[src/rtl/pwm_preload_map.vh]
// Register map, field positions and reset values of the PWM preload control block
`ifndef PWM_PRELOAD_MAP_VH
`define PWM_PRELOAD_MAP_VH
`define OFS_PWMC   8'h00
`define OFS_REP    8'h04
`define OFS_CWH    8'h08
`define OFS_CWL    8'h0c
`define OFS_CVH    8'h10
`define OFS_CVL    8'h14
`define OFS_CUH    8'h18
`define OFS_CUL    8'h1c
`define OFS_C0H    8'h20
`define OFS_C0L    8'h24
`define OFS_CTLA   8'h28
`define OFS_PHS    8'h2c
`define OFS_CTLB   8'h30
`define OFS_POL    8'h34
`define OFS_DTG    8'h38
`define OFS_STAT   8'h3c
`define OFS_ICLR   8'h40
`define OFS_IEN    8'h44
`define LAYOUT_BIT 7
`define FULL_HI    6
`define FULL_LO    4
`define ALIGN_BIT  3
`define PRESC_HI   2
`define PRESC_LO   0
`define CKEN_BIT   0
`define DIRECT_BIT 1
`define EXT_BIT    7
`define CMP_LSB    3
`define IRQ_UPD    0
`define IRQ_COM    1
`define IRQ_W      2
`define WO_MASK    8'h3f
`define LOW_MASK   8'hf8
`define C0H_MASK   8'h0f
`define MASK_FULL  8'hff
`define RST_ZERO   8'h00
`define RST_C0H    8'h0f
`define RST_C0L    8'hff
`define RST_POL    8'h3f
`define RST_DTG    8'hff
`endif

[src/rtl/pwm_preload_ctrl.v]
// PWM control, prescaler, repetition counter, compare preload and write-once locking
`timescale 1ns/1ns
`include "pwm_preload_map.vh"
////////////////////////////////////////////////////////////////////////////////
////////////////////////////////////////////////////////////////////////////////
module cmp_slot #(
  parameter [7:0] HI_RST  = `RST_ZERO,
  parameter [7:0] LO_RST  = `RST_ZERO,
  parameter [7:0] HI_MASK = `MASK_FULL,
  parameter [7:0] LO_MASK = `MASK_FULL
) (
  input  wire       clock_i,   // Peripheral clock
  input  wire       rstn_i,    // Async reset, active low
  input  wire       wr_hi_i,   // High byte write strobe
  input  wire       wr_lo_i,   // Low byte write strobe
  input  wire [7:0] wdata_i,   // Write byte
  input  wire       update_i,  // Update event pulse
  output reg  [7:0] act_hi_o,  // Active high byte
  output reg  [7:0] act_lo_o   // Active low byte
);
  reg  [7:0] pre_hi_q;
  reg  [7:0] pre_lo_q;
  reg        hi_seen_q;
  reg        lo_seen_q;
  wire       xfer;

  assign xfer = update_i & hi_seen_q & lo_seen_q;

  always @(posedge clock_i or negedge rstn_i) begin
    if (!rstn_i) begin
      pre_hi_q  <= HI_RST;
      pre_lo_q  <= LO_RST;
      act_hi_o  <= HI_RST;
      act_lo_o  <= LO_RST;
      hi_seen_q <= 1'b0;
      lo_seen_q <= 1'b0;
    end else begin
      if (wr_hi_i) begin
        pre_hi_q <= wdata_i & HI_MASK;
      end
      if (wr_lo_i) begin
        pre_lo_q <= wdata_i & LO_MASK;
      end
      // A byte written in the transfer cycle stays armed for the next update
      hi_seen_q <= wr_hi_i | (hi_seen_q & ~xfer);
      lo_seen_q <= wr_lo_i | (lo_seen_q & ~xfer);
      if (xfer) begin
        act_hi_o <= pre_hi_q;
        act_lo_o <= pre_lo_q;
      end
    end
  end
endmodule

////////////////////////////////////////////////////////////////////////////////
module pwm_preload_ctrl (
  input  wire        clock_i,         // Peripheral clock, 10 MHz
  input  wire        rstn_i,          // Async reset, active low
  input  wire [7:0]  paddr_i,         // APB address
  input  wire        psel_i,          // APB select
  input  wire        penable_i,       // APB enable
  input  wire        pwrite_i,        // APB direction
  input  wire [31:0] pwdata_i,        // APB write data
  output wire [31:0] prdata_o,        // APB read data
  output wire        pready_o,        // APB ready
  output wire        pslverr_o,       // APB error, unmapped address
  input  wire        period_tick_i,   // Counter period (or half period) end
  input  wire        commutation_i,   // Commutation event pulse
  output wire        prescale_tick_o, // PWM counter clock enable
  output wire        center_align_o,  // Counter alignment select
  output wire        update_event_o,  // Update event pulse
  output wire        irq_o,           // Interrupt request level
  output wire [12:0] duty_u_o,        // Active phase U compare
  output wire [12:0] duty_v_o,        // Active phase V compare
  output wire [12:0] duty_w_o,        // Active phase W compare
  output wire [2:0]  extension_o,     // Extension bits U,V,W
  output wire [2:0]  full_duty_o,     // Active full-duty U,V,W
  output wire [11:0] period_cmp_o,    // Active compare 0
  output wire        clock_enable_o,  // Peripheral clock enable
  output wire        direct_access_o, // Direct access mode
  output wire [7:0]  phase_state_o,   // Active phase state
  output wire [7:0]  control_b_o,     // Active control B
  output wire [7:0]  polarity_o,      // Polarity register
  output wire [7:0]  dead_time_o      // Dead time register
);
  reg  [7:0]  pwmc_q;
  reg  [2:0]  full_act_q;
  reg  [7:0]  rep_pre_q;
  reg  [7:0]  rep_act_q;
  reg  [7:0]  rep_cnt_q;
  reg  [1:0]  ctla_q;
  reg         first_q;
  reg  [7:0]  phs_pre_q;
  reg  [7:0]  phs_act_q;
  reg  [7:0]  ctlb_pre_q;
  reg  [7:0]  ctlb_act_q;
  reg  [7:0]  pol_q;
  reg         pol_lock_q;
  reg  [7:0]  dtg_q;
  reg         dtg_lock_q;
  reg  [`IRQ_W-1:0] stat_q;
  reg  [`IRQ_W-1:0] ien_q;
  reg  [`IRQ_W-1:0] stat_set;
  reg  [2:0]  div_q;
  reg  [7:0]  prdata_q;
  reg  [7:0]  rdata_d;
  reg         mapped;
  wire        setup;
  wire        access;
  wire        wr;
  wire [7:0]  wb;
  wire        cken;
  wire        direct;
  wire        upd;
  wire        first_en;
  wire        com_load;
  wire        eight_bit;
  wire [7:0]  uh;
  wire [7:0]  ul;
  wire [7:0]  vh;
  wire [7:0]  vl;
  wire [7:0]  wh;
  wire [7:0]  wl;
  wire [7:0]  c0h;
  wire [7:0]  c0l;

  assign setup  = psel_i & ~penable_i;
  assign access = psel_i & penable_i;
  assign wr     = access & pwrite_i;
  assign wb     = pwdata_i[7:0];
  assign cken   = ctla_q[`CKEN_BIT];
  assign direct = ctla_q[`DIRECT_BIT];

  ////////////////////////////////////////////////////////////////////////////
  // Prescaler: code N gives one tick every N+1 clocks
  assign prescale_tick_o = cken & (div_q == pwmc_q[`PRESC_HI:`PRESC_LO]);

  always @(posedge clock_i or negedge rstn_i) begin
    if (!rstn_i) begin
      div_q <= 3'h0;
    end else if (!cken || prescale_tick_o) begin
      div_q <= 3'h0;
    end else begin
      div_q <= div_q + 3'h1;
    end
  end

  ////////////////////////////////////////////////////////////////////////////
  // Repetition counter and update event
  assign upd      = cken & period_tick_i & (rep_cnt_q == 8'h00);
  assign first_en = wr & (paddr_i == `OFS_CTLA) & wb[`CKEN_BIT] & ~first_q;
  assign update_event_o = upd;

  always @(posedge clock_i or negedge rstn_i) begin
    if (!rstn_i) begin
      rep_pre_q <= `RST_ZERO;
      rep_act_q <= `RST_ZERO;
      rep_cnt_q <= `RST_ZERO;
      first_q   <= 1'b0;
    end else begin
      if (wr && paddr_i == `OFS_REP) begin
        rep_pre_q <= wb;
      end
      if (first_en) begin
        first_q   <= 1'b1;
        rep_act_q <= rep_pre_q;
        rep_cnt_q <= rep_pre_q;
      end else if (upd) begin
        rep_act_q <= rep_pre_q;
        rep_cnt_q <= rep_pre_q;
      end else if (cken && period_tick_i) begin
        rep_cnt_q <= rep_cnt_q - 8'h01;
      end
    end
  end

  ////////////////////////////////////////////////////////////////////////////
  // PWM control and full-duty bits
  always @(posedge clock_i or negedge rstn_i) begin
    if (!rstn_i) begin
      pwmc_q     <= `RST_ZERO;
      full_act_q <= 3'h0;
    end else begin
      if (upd) begin
        full_act_q <= pwmc_q[`FULL_HI:`FULL_LO];
      end
      if (wr && paddr_i == `OFS_PWMC) begin
        pwmc_q <= wb; // A write in the update cycle wins over self-clear
      end else if (upd) begin
        pwmc_q[`FULL_HI:`FULL_LO] <= 3'h0;
      end
    end
  end

  assign center_align_o = pwmc_q[`ALIGN_BIT];
  assign eight_bit      = pwmc_q[`LAYOUT_BIT];
  assign full_duty_o    = full_act_q;

  ////////////////////////////////////////////////////////////////////////////
  // Compare preload slots
  cmp_slot #(
    .HI_RST  (`RST_ZERO),
    .LO_RST  (`RST_ZERO),
    .HI_MASK (`MASK_FULL),
    .LO_MASK (`LOW_MASK)
  ) u_slot (
    .clock_i  (clock_i),
    .rstn_i   (rstn_i),
    .wr_hi_i  (wr & (paddr_i == `OFS_CUH)),
    .wr_lo_i  (wr & (paddr_i == `OFS_CUL)),
    .wdata_i  (wb),
    .update_i (upd),
    .act_hi_o (uh),
    .act_lo_o (ul)
  );

  cmp_slot #(
    .HI_RST  (`RST_ZERO),
    .LO_RST  (`RST_ZERO),
    .HI_MASK (`MASK_FULL),
    .LO_MASK (`LOW_MASK)
  ) v_slot (
    .clock_i  (clock_i),
    .rstn_i   (rstn_i),
    .wr_hi_i  (wr & (paddr_i == `OFS_CVH)),
    .wr_lo_i  (wr & (paddr_i == `OFS_CVL)),
    .wdata_i  (wb),
    .update_i (upd),
    .act_hi_o (vh),
    .act_lo_o (vl)
  );

  cmp_slot #(
    .HI_RST  (`RST_ZERO),
    .LO_RST  (`RST_ZERO),
    .HI_MASK (`MASK_FULL),
    .LO_MASK (`LOW_MASK)
  ) w_slot (
    .clock_i  (clock_i),
    .rstn_i   (rstn_i),
    .wr_hi_i  (wr & (paddr_i == `OFS_CWH)),
    .wr_lo_i  (wr & (paddr_i == `OFS_CWL)),
    .wdata_i  (wb),
    .update_i (upd),
    .act_hi_o (wh),
    .act_lo_o (wl)
  );

  cmp_slot #(
    .HI_RST  (`RST_C0H),
    .LO_RST  (`RST_C0L),
    .HI_MASK (`C0H_MASK),
    .LO_MASK (`MASK_FULL)
  ) p_slot (
    .clock_i  (clock_i),
    .rstn_i   (rstn_i),
    .wr_hi_i  (wr & (paddr_i == `OFS_C0H)),
    .wr_lo_i  (wr & (paddr_i == `OFS_C0L)),
    .wdata_i  (wb),
    .update_i (upd),
    .act_hi_o (c0h),
    .act_lo_o (c0l)
  );

  // In 8-bit layout the low byte no longer counts
  assign duty_u_o = eight_bit ? {uh, 5'h00} : {uh, ul[7:`CMP_LSB]};
  assign duty_v_o = eight_bit ? {vh, 5'h00} : {vh, vl[7:`CMP_LSB]};
  assign duty_w_o = eight_bit ? {wh, 5'h00} : {wh, wl[7:`CMP_LSB]};
  assign extension_o = eight_bit ? full_act_q
                                 : {uh[`EXT_BIT], vh[`EXT_BIT], wh[`EXT_BIT]};
  assign period_cmp_o = {c0h[3:0], c0l};

  ////////////////////////////////////////////////////////////////////////////
  // Commutation preloads and control A
  assign com_load = direct ? (wr & (paddr_i == `OFS_PHS)) : commutation_i;

  always @(posedge clock_i or negedge rstn_i) begin
    if (!rstn_i) begin
      ctla_q     <= 2'h0;
      phs_pre_q  <= `RST_ZERO;
      phs_act_q  <= `RST_ZERO;
      ctlb_pre_q <= `RST_ZERO;
      ctlb_act_q <= `RST_ZERO;
    end else begin
      if (wr && paddr_i == `OFS_CTLA) begin
        ctla_q <= wb[1:0];
      end
      if (wr && paddr_i == `OFS_PHS) begin
        phs_pre_q <= wb;
      end
      if (wr && paddr_i == `OFS_CTLB) begin
        ctlb_pre_q <= wb;
      end
      if (com_load) begin
        // In direct mode the written phase state goes straight through
        phs_act_q  <= direct ? wb : phs_pre_q;
        ctlb_act_q <= ctlb_pre_q;
      end
    end
  end

  assign clock_enable_o  = cken;
  assign direct_access_o = direct;
  assign phase_state_o   = phs_act_q;
  assign control_b_o     = ctlb_act_q;

  ////////////////////////////////////////////////////////////////////////////
  // Write-once bits: the first access of either kind closes them
  always @(posedge clock_i or negedge rstn_i) begin
    if (!rstn_i) begin
      pol_q      <= `RST_POL;
      pol_lock_q <= 1'b0;
      dtg_q      <= `RST_DTG;
      dtg_lock_q <= 1'b0;
    end else begin
      if (access && paddr_i == `OFS_POL) begin
        pol_lock_q <= 1'b1;
        if (pwrite_i) begin
          pol_q <= (wb & ~`WO_MASK) | ((pol_lock_q ? pol_q : wb) & `WO_MASK);
        end
      end
      if (access && paddr_i == `OFS_DTG) begin
        dtg_lock_q <= 1'b1;
        if (pwrite_i) begin
          dtg_q <= (wb & ~`WO_MASK) | ((dtg_lock_q ? dtg_q : wb) & `WO_MASK);
        end
      end
    end
  end

  assign polarity_o  = pol_q;
  assign dead_time_o = dtg_q;

  ////////////////////////////////////////////////////////////////////////////
  // Interrupt status, enable and clear
  always @* begin
    stat_set           = {`IRQ_W{1'b0}};
    stat_set[`IRQ_UPD] = upd | first_en;
    stat_set[`IRQ_COM] = com_load;
  end

  always @(posedge clock_i or negedge rstn_i) begin
    if (!rstn_i) begin
      stat_q <= {`IRQ_W{1'b0}};
      ien_q  <= {`IRQ_W{1'b0}};
    end else begin
      if (wr && paddr_i == `OFS_IEN) begin
        ien_q <= wb[`IRQ_W-1:0];
      end
      if (wr && paddr_i == `OFS_ICLR) begin
        stat_q <= (stat_q & ~wb[`IRQ_W-1:0]) | stat_set;
      end else begin
        stat_q <= stat_q | stat_set;
      end
    end
  end

  assign irq_o = |(stat_q & ien_q);

  ////////////////////////////////////////////////////////////////////////////
  // APB read path, captured in the setup cycle
  always @* begin
    rdata_d = `RST_ZERO;
    mapped  = 1'b1;
    case (paddr_i)
      `OFS_PWMC: rdata_d = pwmc_q;
      `OFS_REP:  rdata_d = rep_act_q;
      `OFS_CWH:  rdata_d = wh;
      `OFS_CWL:  rdata_d = wl;
      `OFS_CVH:  rdata_d = vh;
      `OFS_CVL:  rdata_d = vl;
      `OFS_CUH:  rdata_d = uh;
      `OFS_CUL:  rdata_d = ul;
      `OFS_C0H:  rdata_d = c0h;
      `OFS_C0L:  rdata_d = c0l;
      `OFS_CTLA: rdata_d = {6'h00, ctla_q};
      `OFS_PHS:  rdata_d = phs_act_q;
      `OFS_CTLB: rdata_d = ctlb_act_q;
      `OFS_POL:  rdata_d = pol_q;
      `OFS_DTG:  rdata_d = dtg_q;
      `OFS_STAT: rdata_d = {6'h00, stat_q};
      `OFS_ICLR: rdata_d = `RST_ZERO;
      `OFS_IEN:  rdata_d = {6'h00, ien_q};
      default:   mapped  = 1'b0;
    endcase
  end

  always @(posedge clock_i or negedge rstn_i) begin
    if (!rstn_i) begin
      prdata_q <= `RST_ZERO;
    end else if (setup && !pwrite_i) begin
      prdata_q <= rdata_d;
    end
  end

  assign prdata_o  = {24'h000000, prdata_q};
  assign pready_o  = 1'b1;
  assign pslverr_o = access & ~mapped;
endmodule

[config.mk]
export PLATFORM = sky130hd
export DESIGN_NAME = pwm_preload_ctrl
export DESIGN_NICKNAME = d
export VERILOG_FILES = /design/src/rtl/pwm_preload_ctrl.v
export VERILOG_INCLUDE_DIRS = /design/src /design/src/rtl
export SDC_FILE = /design/constraint.sdc
export NUM_CORES = 1
export LEC_CHECK = 0
export ABC_AREA = 0
export BUFFER_PORTS_ARGS = -buffer_cell sky130_fd_sc_hd__buf_2
export CAP_MARGIN = 20
export CELL_PAD_IN_SITES_DETAIL_PLACEMENT = 1
export CELL_PAD_IN_SITES_GLOBAL_PLACEMENT = 1
export CORE_MARGIN = 2
export CORE_UTILIZATION = 40
export CTS_CLUSTER_DIAMETER = 30
export DETAILED_ROUTE_END_ITERATION = 8
export PLACE_DENSITY_LB_ADDON = 0.1
export SETUP_SLACK_MARGIN = 0.4
export SYNTH_ARGS = -nofsm -noshare
export SYNTH_HDL_FRONTEND = slang
export SYNTH_SLANG_ARGS = --single-unit
[constraint.sdc]
create_clock -name clock_i -period 2.2 [get_ports clock_i]
set_clock_uncertainty 0.1 [all_clocks]
set_input_delay 0.11 -clock clock_i [delete_from_list [all_inputs] [get_ports clock_i]]
set_output_delay 0.11 -clock clock_i [all_outputs]
set_load 0.02 [all_outputs]
Word level (Yosys, flattened, before mapping). Index checks and enable logic that the tools add are counted. Widths: inputs -> output; s select.

Logic and storage cells: 164. Output and inout port bits: 129. Input port bits: 47. Register bits after elaboration: 213.

Reductions and logical operators: 23. Add/subtract/negate cells: 2. Multiplexer cells: 19. Equality and inequality tests: 18. Bitwise logic cells: 58.

Operators by type and width (count): $pmux 8 s17 (1); $eq 8x6->1 const B (8); $mux 8 (6); $and 1x1->1 (35); $eq 8x5->1 const B (4); $reduce_or 18->1 (1); $eq 8x4->1 const B (2); $eq 8x7->1 const B (2); $logic_not 8->1 (2); $or 8x6->8 (2); $mux 5 (3); $mux 3 (4); $mux 6 (2); $logic_and 1x1->1 (11); $or 1x1->1 (9); $eq 8x3->1 const B (1); $sub 8x1->8 const B (1); $not 1->1 (7); $and 2x2->2 (2); $or 2x2->2 (2); $reduce_and 2->1 (2); $reduce_bool 2->1 (2); $add 3x1->3 const B (1); $eq 3x3->1 (1); other kinds (7) (9).

Longest topological paths before layout.
Depth after elaboration: 8. Gate-level depth with buffers: 9. Gate-level depth less buffers: 7.

Cells and area by module. From an unflattened synthesis, not the netlist that was laid out.

Cells, all modules: 810. Area, all modules: 10416.2 µm².

By module, submodules not included: pwm_preload_ctrl (cells an instance 550, seq. area each 2595.0 µm², instances 1, area each 6015.8 µm²); cmp_slot at u_slot ... (cells an instance 66, seq. area each 700.7 µm², instances 3, area each 1109.8 µm²); cmp_slot at p_slot (cells an instance 62, seq. area each 680.7 µm², instances 1, area each 1071.0 µm²).

Worst setup path before layout. No wires, ideal clock.

Path type: register to register. From: register rep_cnt_q[0]. To: register v_slot.act_hi_o[0]. Arrival time: 2.175 ns. Cell stages (with the launch flop): 10. Library setup time: 0.125 ns. Slack: -0.199 ns. Cell sequence: dfrtp_1 > inv_1 > ha_1 > nor4b_1 > and4bb_2 > buf_2 > and3_1 > clkbuf_1 > buf_4 > mux2_2.

Cells in the longest elaborated chain, start to end: 4.

Ends and longest elaborated chain: start, declared (RTL line pwm_preload_ctrl.v:90) `reg [7:0] rep_cnt_q;`; start signal, assigned (RTL line pwm_preload_ctrl.v:158) `` rep_cnt_q <= `RST_ZERO; ``; start signal, assigned (RTL line pwm_preload_ctrl.v:167) `rep_cnt_q <= rep_pre_q;`; start signal, assigned (RTL line pwm_preload_ctrl.v:170) `rep_cnt_q <= rep_pre_q;`; $logic_not 8->1 (RTL line pwm_preload_ctrl.v:150) `assign upd = cken & period_tick_i & (rep_cnt_q == 8'h00);`; $and 1x1->1 (RTL line pwm_preload_ctrl.v:150); $and 1x1->1 (2 in series) (RTL line pwm_preload_ctrl.v:27) `assign xfer = update_i & hi_seen_q & lo_seen_q;`; end signal, assigned (RTL line pwm_preload_ctrl.v:48) `act_hi_o <= pre_hi_q;`; end, declared (RTL line pwm_preload_ctrl.v:18) `output reg [7:0] act_hi_o,`.

Every way passes these cells. A chain may end at the register's enable or synchronous reset.

Worst setup path after layout.
From: register rep_cnt_q[1]. To: register v_slot.act_hi_o[0].

Same word-level chain as after synthesis.

==> results.md <==
- Status: completed
- GR met2 Demand/Resource: 46.2%
- RSZ-0062 raised after global routing: yes
- Grt met3 use: 5.34%
- Simple-gate share of the synthesized area: 11.5%
- DP HPWL: 24400 um
- Starting Density: 40.8%
- Die ar.: 26200 um2
- Adder-cell share of the synthesized area: 0.251%
- Max VDD drop: 0.533 mV
- Commonest cells after routing, fill and taps aside: dfrtp_1, mux2_2, buf_2, nand2_1, buf_4
- CP Class: flop to flop
- Final-report setup violation count: 0
- YS warnings: 0
- Initial drt markers: 482
- Post-route clock period utilization: 99.6%
- Core box area: 24400 um2
- Compound-Gate Fraction of Synth Area: 6.48%
- LEAKAGE: 6.96 nW
- Fillers: 2553
- Worst hold-check path type: input pin to async pin
- Slew of the pin with the lowest slew margin: 593 ps
- Die Wd: 162 um
- Final ANT Viol Nets: 0
- Syn Area/Cell: 12.1 um2
- Net count, final: 1126
- Hold Vio Cnt, Final: 0
- Antenna Cells: 0
- Maximum clock insertion buffer count: 3
- Clock Latency Late Sink: 560 ps
- Clock sink count: 213
- WL per Instance: 25.1 um
- Share of cells above drive strength 1: 52.6%
- Commonest non-fill, non-tap cell in the layout: dfrtp_1
- Clock root buffer: clkbuf_16
- Grt met1 use: 36.1%
- Global Route Usage Sum: 27.5%
- Vias per Instance: 5.45
- Max Cap Violations: 0
- Fin crit period: 2190 ps
- Max Slew Vio Count: 0
- Area Growth Syn to Fin: 40.0%
- Worst Path Required: 2530 ps
- Die H: 162 um
- Yosys cell types: 65
- Placed cell count: 1302
- Drt first pass iters: 4
- Total CTS buffers: 50
- Asr flop ratio synth: 100%
- CP arrival: 2520 ps
- Largest net degree at the start of global routing: 56
- Drt total wl: 36100 um
- Crit end category: flop
- Via count: 7860
- GRT busiest layer: met2
- Initial antenna violation count: 0
- TritonCTS clock tree: done
- Post-synth EDFFs: 0
- Number of port buffers: 126
- Clock Pin Slew Worst Setup and Hold Paths: 50 ps
- Post-synthesis mux area share: 23.0%
- Syn Inst Count: 822
- Post-synthesis instance area: 9950 um2
- Max Freq: 0.457 GHz
- Rel. slew slack: 60.3%
- FP Rows: 57
- Pwr Total: 12.3 mW
- H-Tree Depth: 2
- Largest family of logic cells by synthesized area: multiplexers
- Post-Layout Cell Count: 1441
- Gpl congestion: 0.885
- Vias in the first global route: 8593
- Yosys reg bits: 213
- Crit Path Max Fanout: 4
- Post-synthesis sequential area ratio: 54.0%
- First-pass GRT wire length: 53600 um
- GRT overflow: 0
- # IOs: 176
- Ys flop type: dfrtp_1
- XOR/XNOR Fraction of Synth Area: 0.352%
- Setup crit start kind: flop
- DRC: 0
- Pwr per Cell Area: 886 nW/um2
[per-layer routing]
metal  wire [um]  share of wire (%)  vias to the layer above
met5           0                  0                        -
met4        1100                3.0                        0
met3        1960                5.4                       76
met2       17600                 49                      276
met1       15500                 43                     4093
li1            -                  -                     3415
[worst paths after layout]
| kind | cells after the start | endpoint | slack [ps] | from |
|---|---|---|---|---|
| worst min-delay path | 2 | p_slot.lo_seen_q | 40 | rstn_i |
| max in group asynchronous | 3 | dead_time_o[7] | 1240 | rstn_i |
| worst min register to register | 2 | rep_act_q[2] | 380 | rep_act_q[2] |
| worst max-delay path | 8 | v_slot.act_hi_o[0] | 10 | rep_cnt_q[1] |
| min in group clock_i | 5 | dtg_lock_q | 90 | paddr_i[0] |
| worst max register to register | 8 | v_slot.act_hi_o[0] | 10 | rep_cnt_q[1] |
[through the flow]
stage | setup TNS (ps) | worst slack (ps) | instance area (um2) | utilization, % | hold WS, ps
CTS | 0 | 58.9 | 13600 | 55.9 | 50.0
global route | -111 | -21.5 | 13900 | 57.1 | 64.9
floorplan | 0 | 120 | 10200 | - | -286
finish | 0 | 9.66 | 13900 | 57.1 | 40.9
detailed placement | -155 | -41.5 | 11400 | 46.7 | 36.9
global placement | 0 | 3.12 | 11400 | 46.7 | 34.6
[repair_timing]
item | in CTS | in global routing
endpoints found under the setup margin | 85 | 104
pin swaps | 7 | 13
resized for setup | 46 | 57
hold endpoints to repair | 213 | 0
hold buffers | 14 | 0
gates cloned | 3 | 1
setup buffers | 16 | 13
[cells by family after synthesis]
group	count (synthesis)
other	2
muxes	203
xor gates and xnor gates	4
and+or+nand+nor	224
AOI/OAI and AO/OA	95
buffers and inverters	79
adders and majority gates	2
DFF	213
[synthesized netlist by cell type (11+ instances only)]
cell	count	area share [%]
mux2_2	173	20
buf_2	11	0.55
nor2_1	22	0.83
mux2i_1	24	2.4
nor2b_1	19	1.2
a22oi_1	13	0.98
buf_4	26	2.0
clkbuf_1	24	0.91
nand2_1	109	4.1
dfstp_2	38	10
o21ai_0	30	1.5
nand3_1	13	0.65
a21oi_1	11	0.55
dfrtp_1	175	44
[cell type report]
class | count | area (um2) | share of cell area (%)
Sequential cell | 213 | 5380 | 38.6
Clock buffer | 71 | 1480 | 10.6
Inverter | 9 | 33.8 | 0.242
Clock inverter | 21 | 304 | 2.18
Tap cell | 324 | 405 | 2.91
Multi-Input combinational cell | 553 | 4490 | 32.3
Timing Repair Buffer | 250 | 1830 | 13.1
[critical path, cell delays in order (launching register included)]
cell,delay (ps)
dfrtp_1,390
inv_2,70
ha_4,130
nor4b_4,220
and4bb_4,330
buf_6,120
and3_4,240
clkbuf_16,160
mux2_4,290
[where the power goes]
part / total (mW) / internal, mW / leakage, nW / switching (mW)
clock: 7.74 / 5.36 / 0.870 / 2.37
combinational: 0.585 / 0.197 / 3.29 / 0.388
sequential: 4.02 / 3.98 / 2.80 / 0.0391
Note: power is estimated with default switching activity, not from simulation.
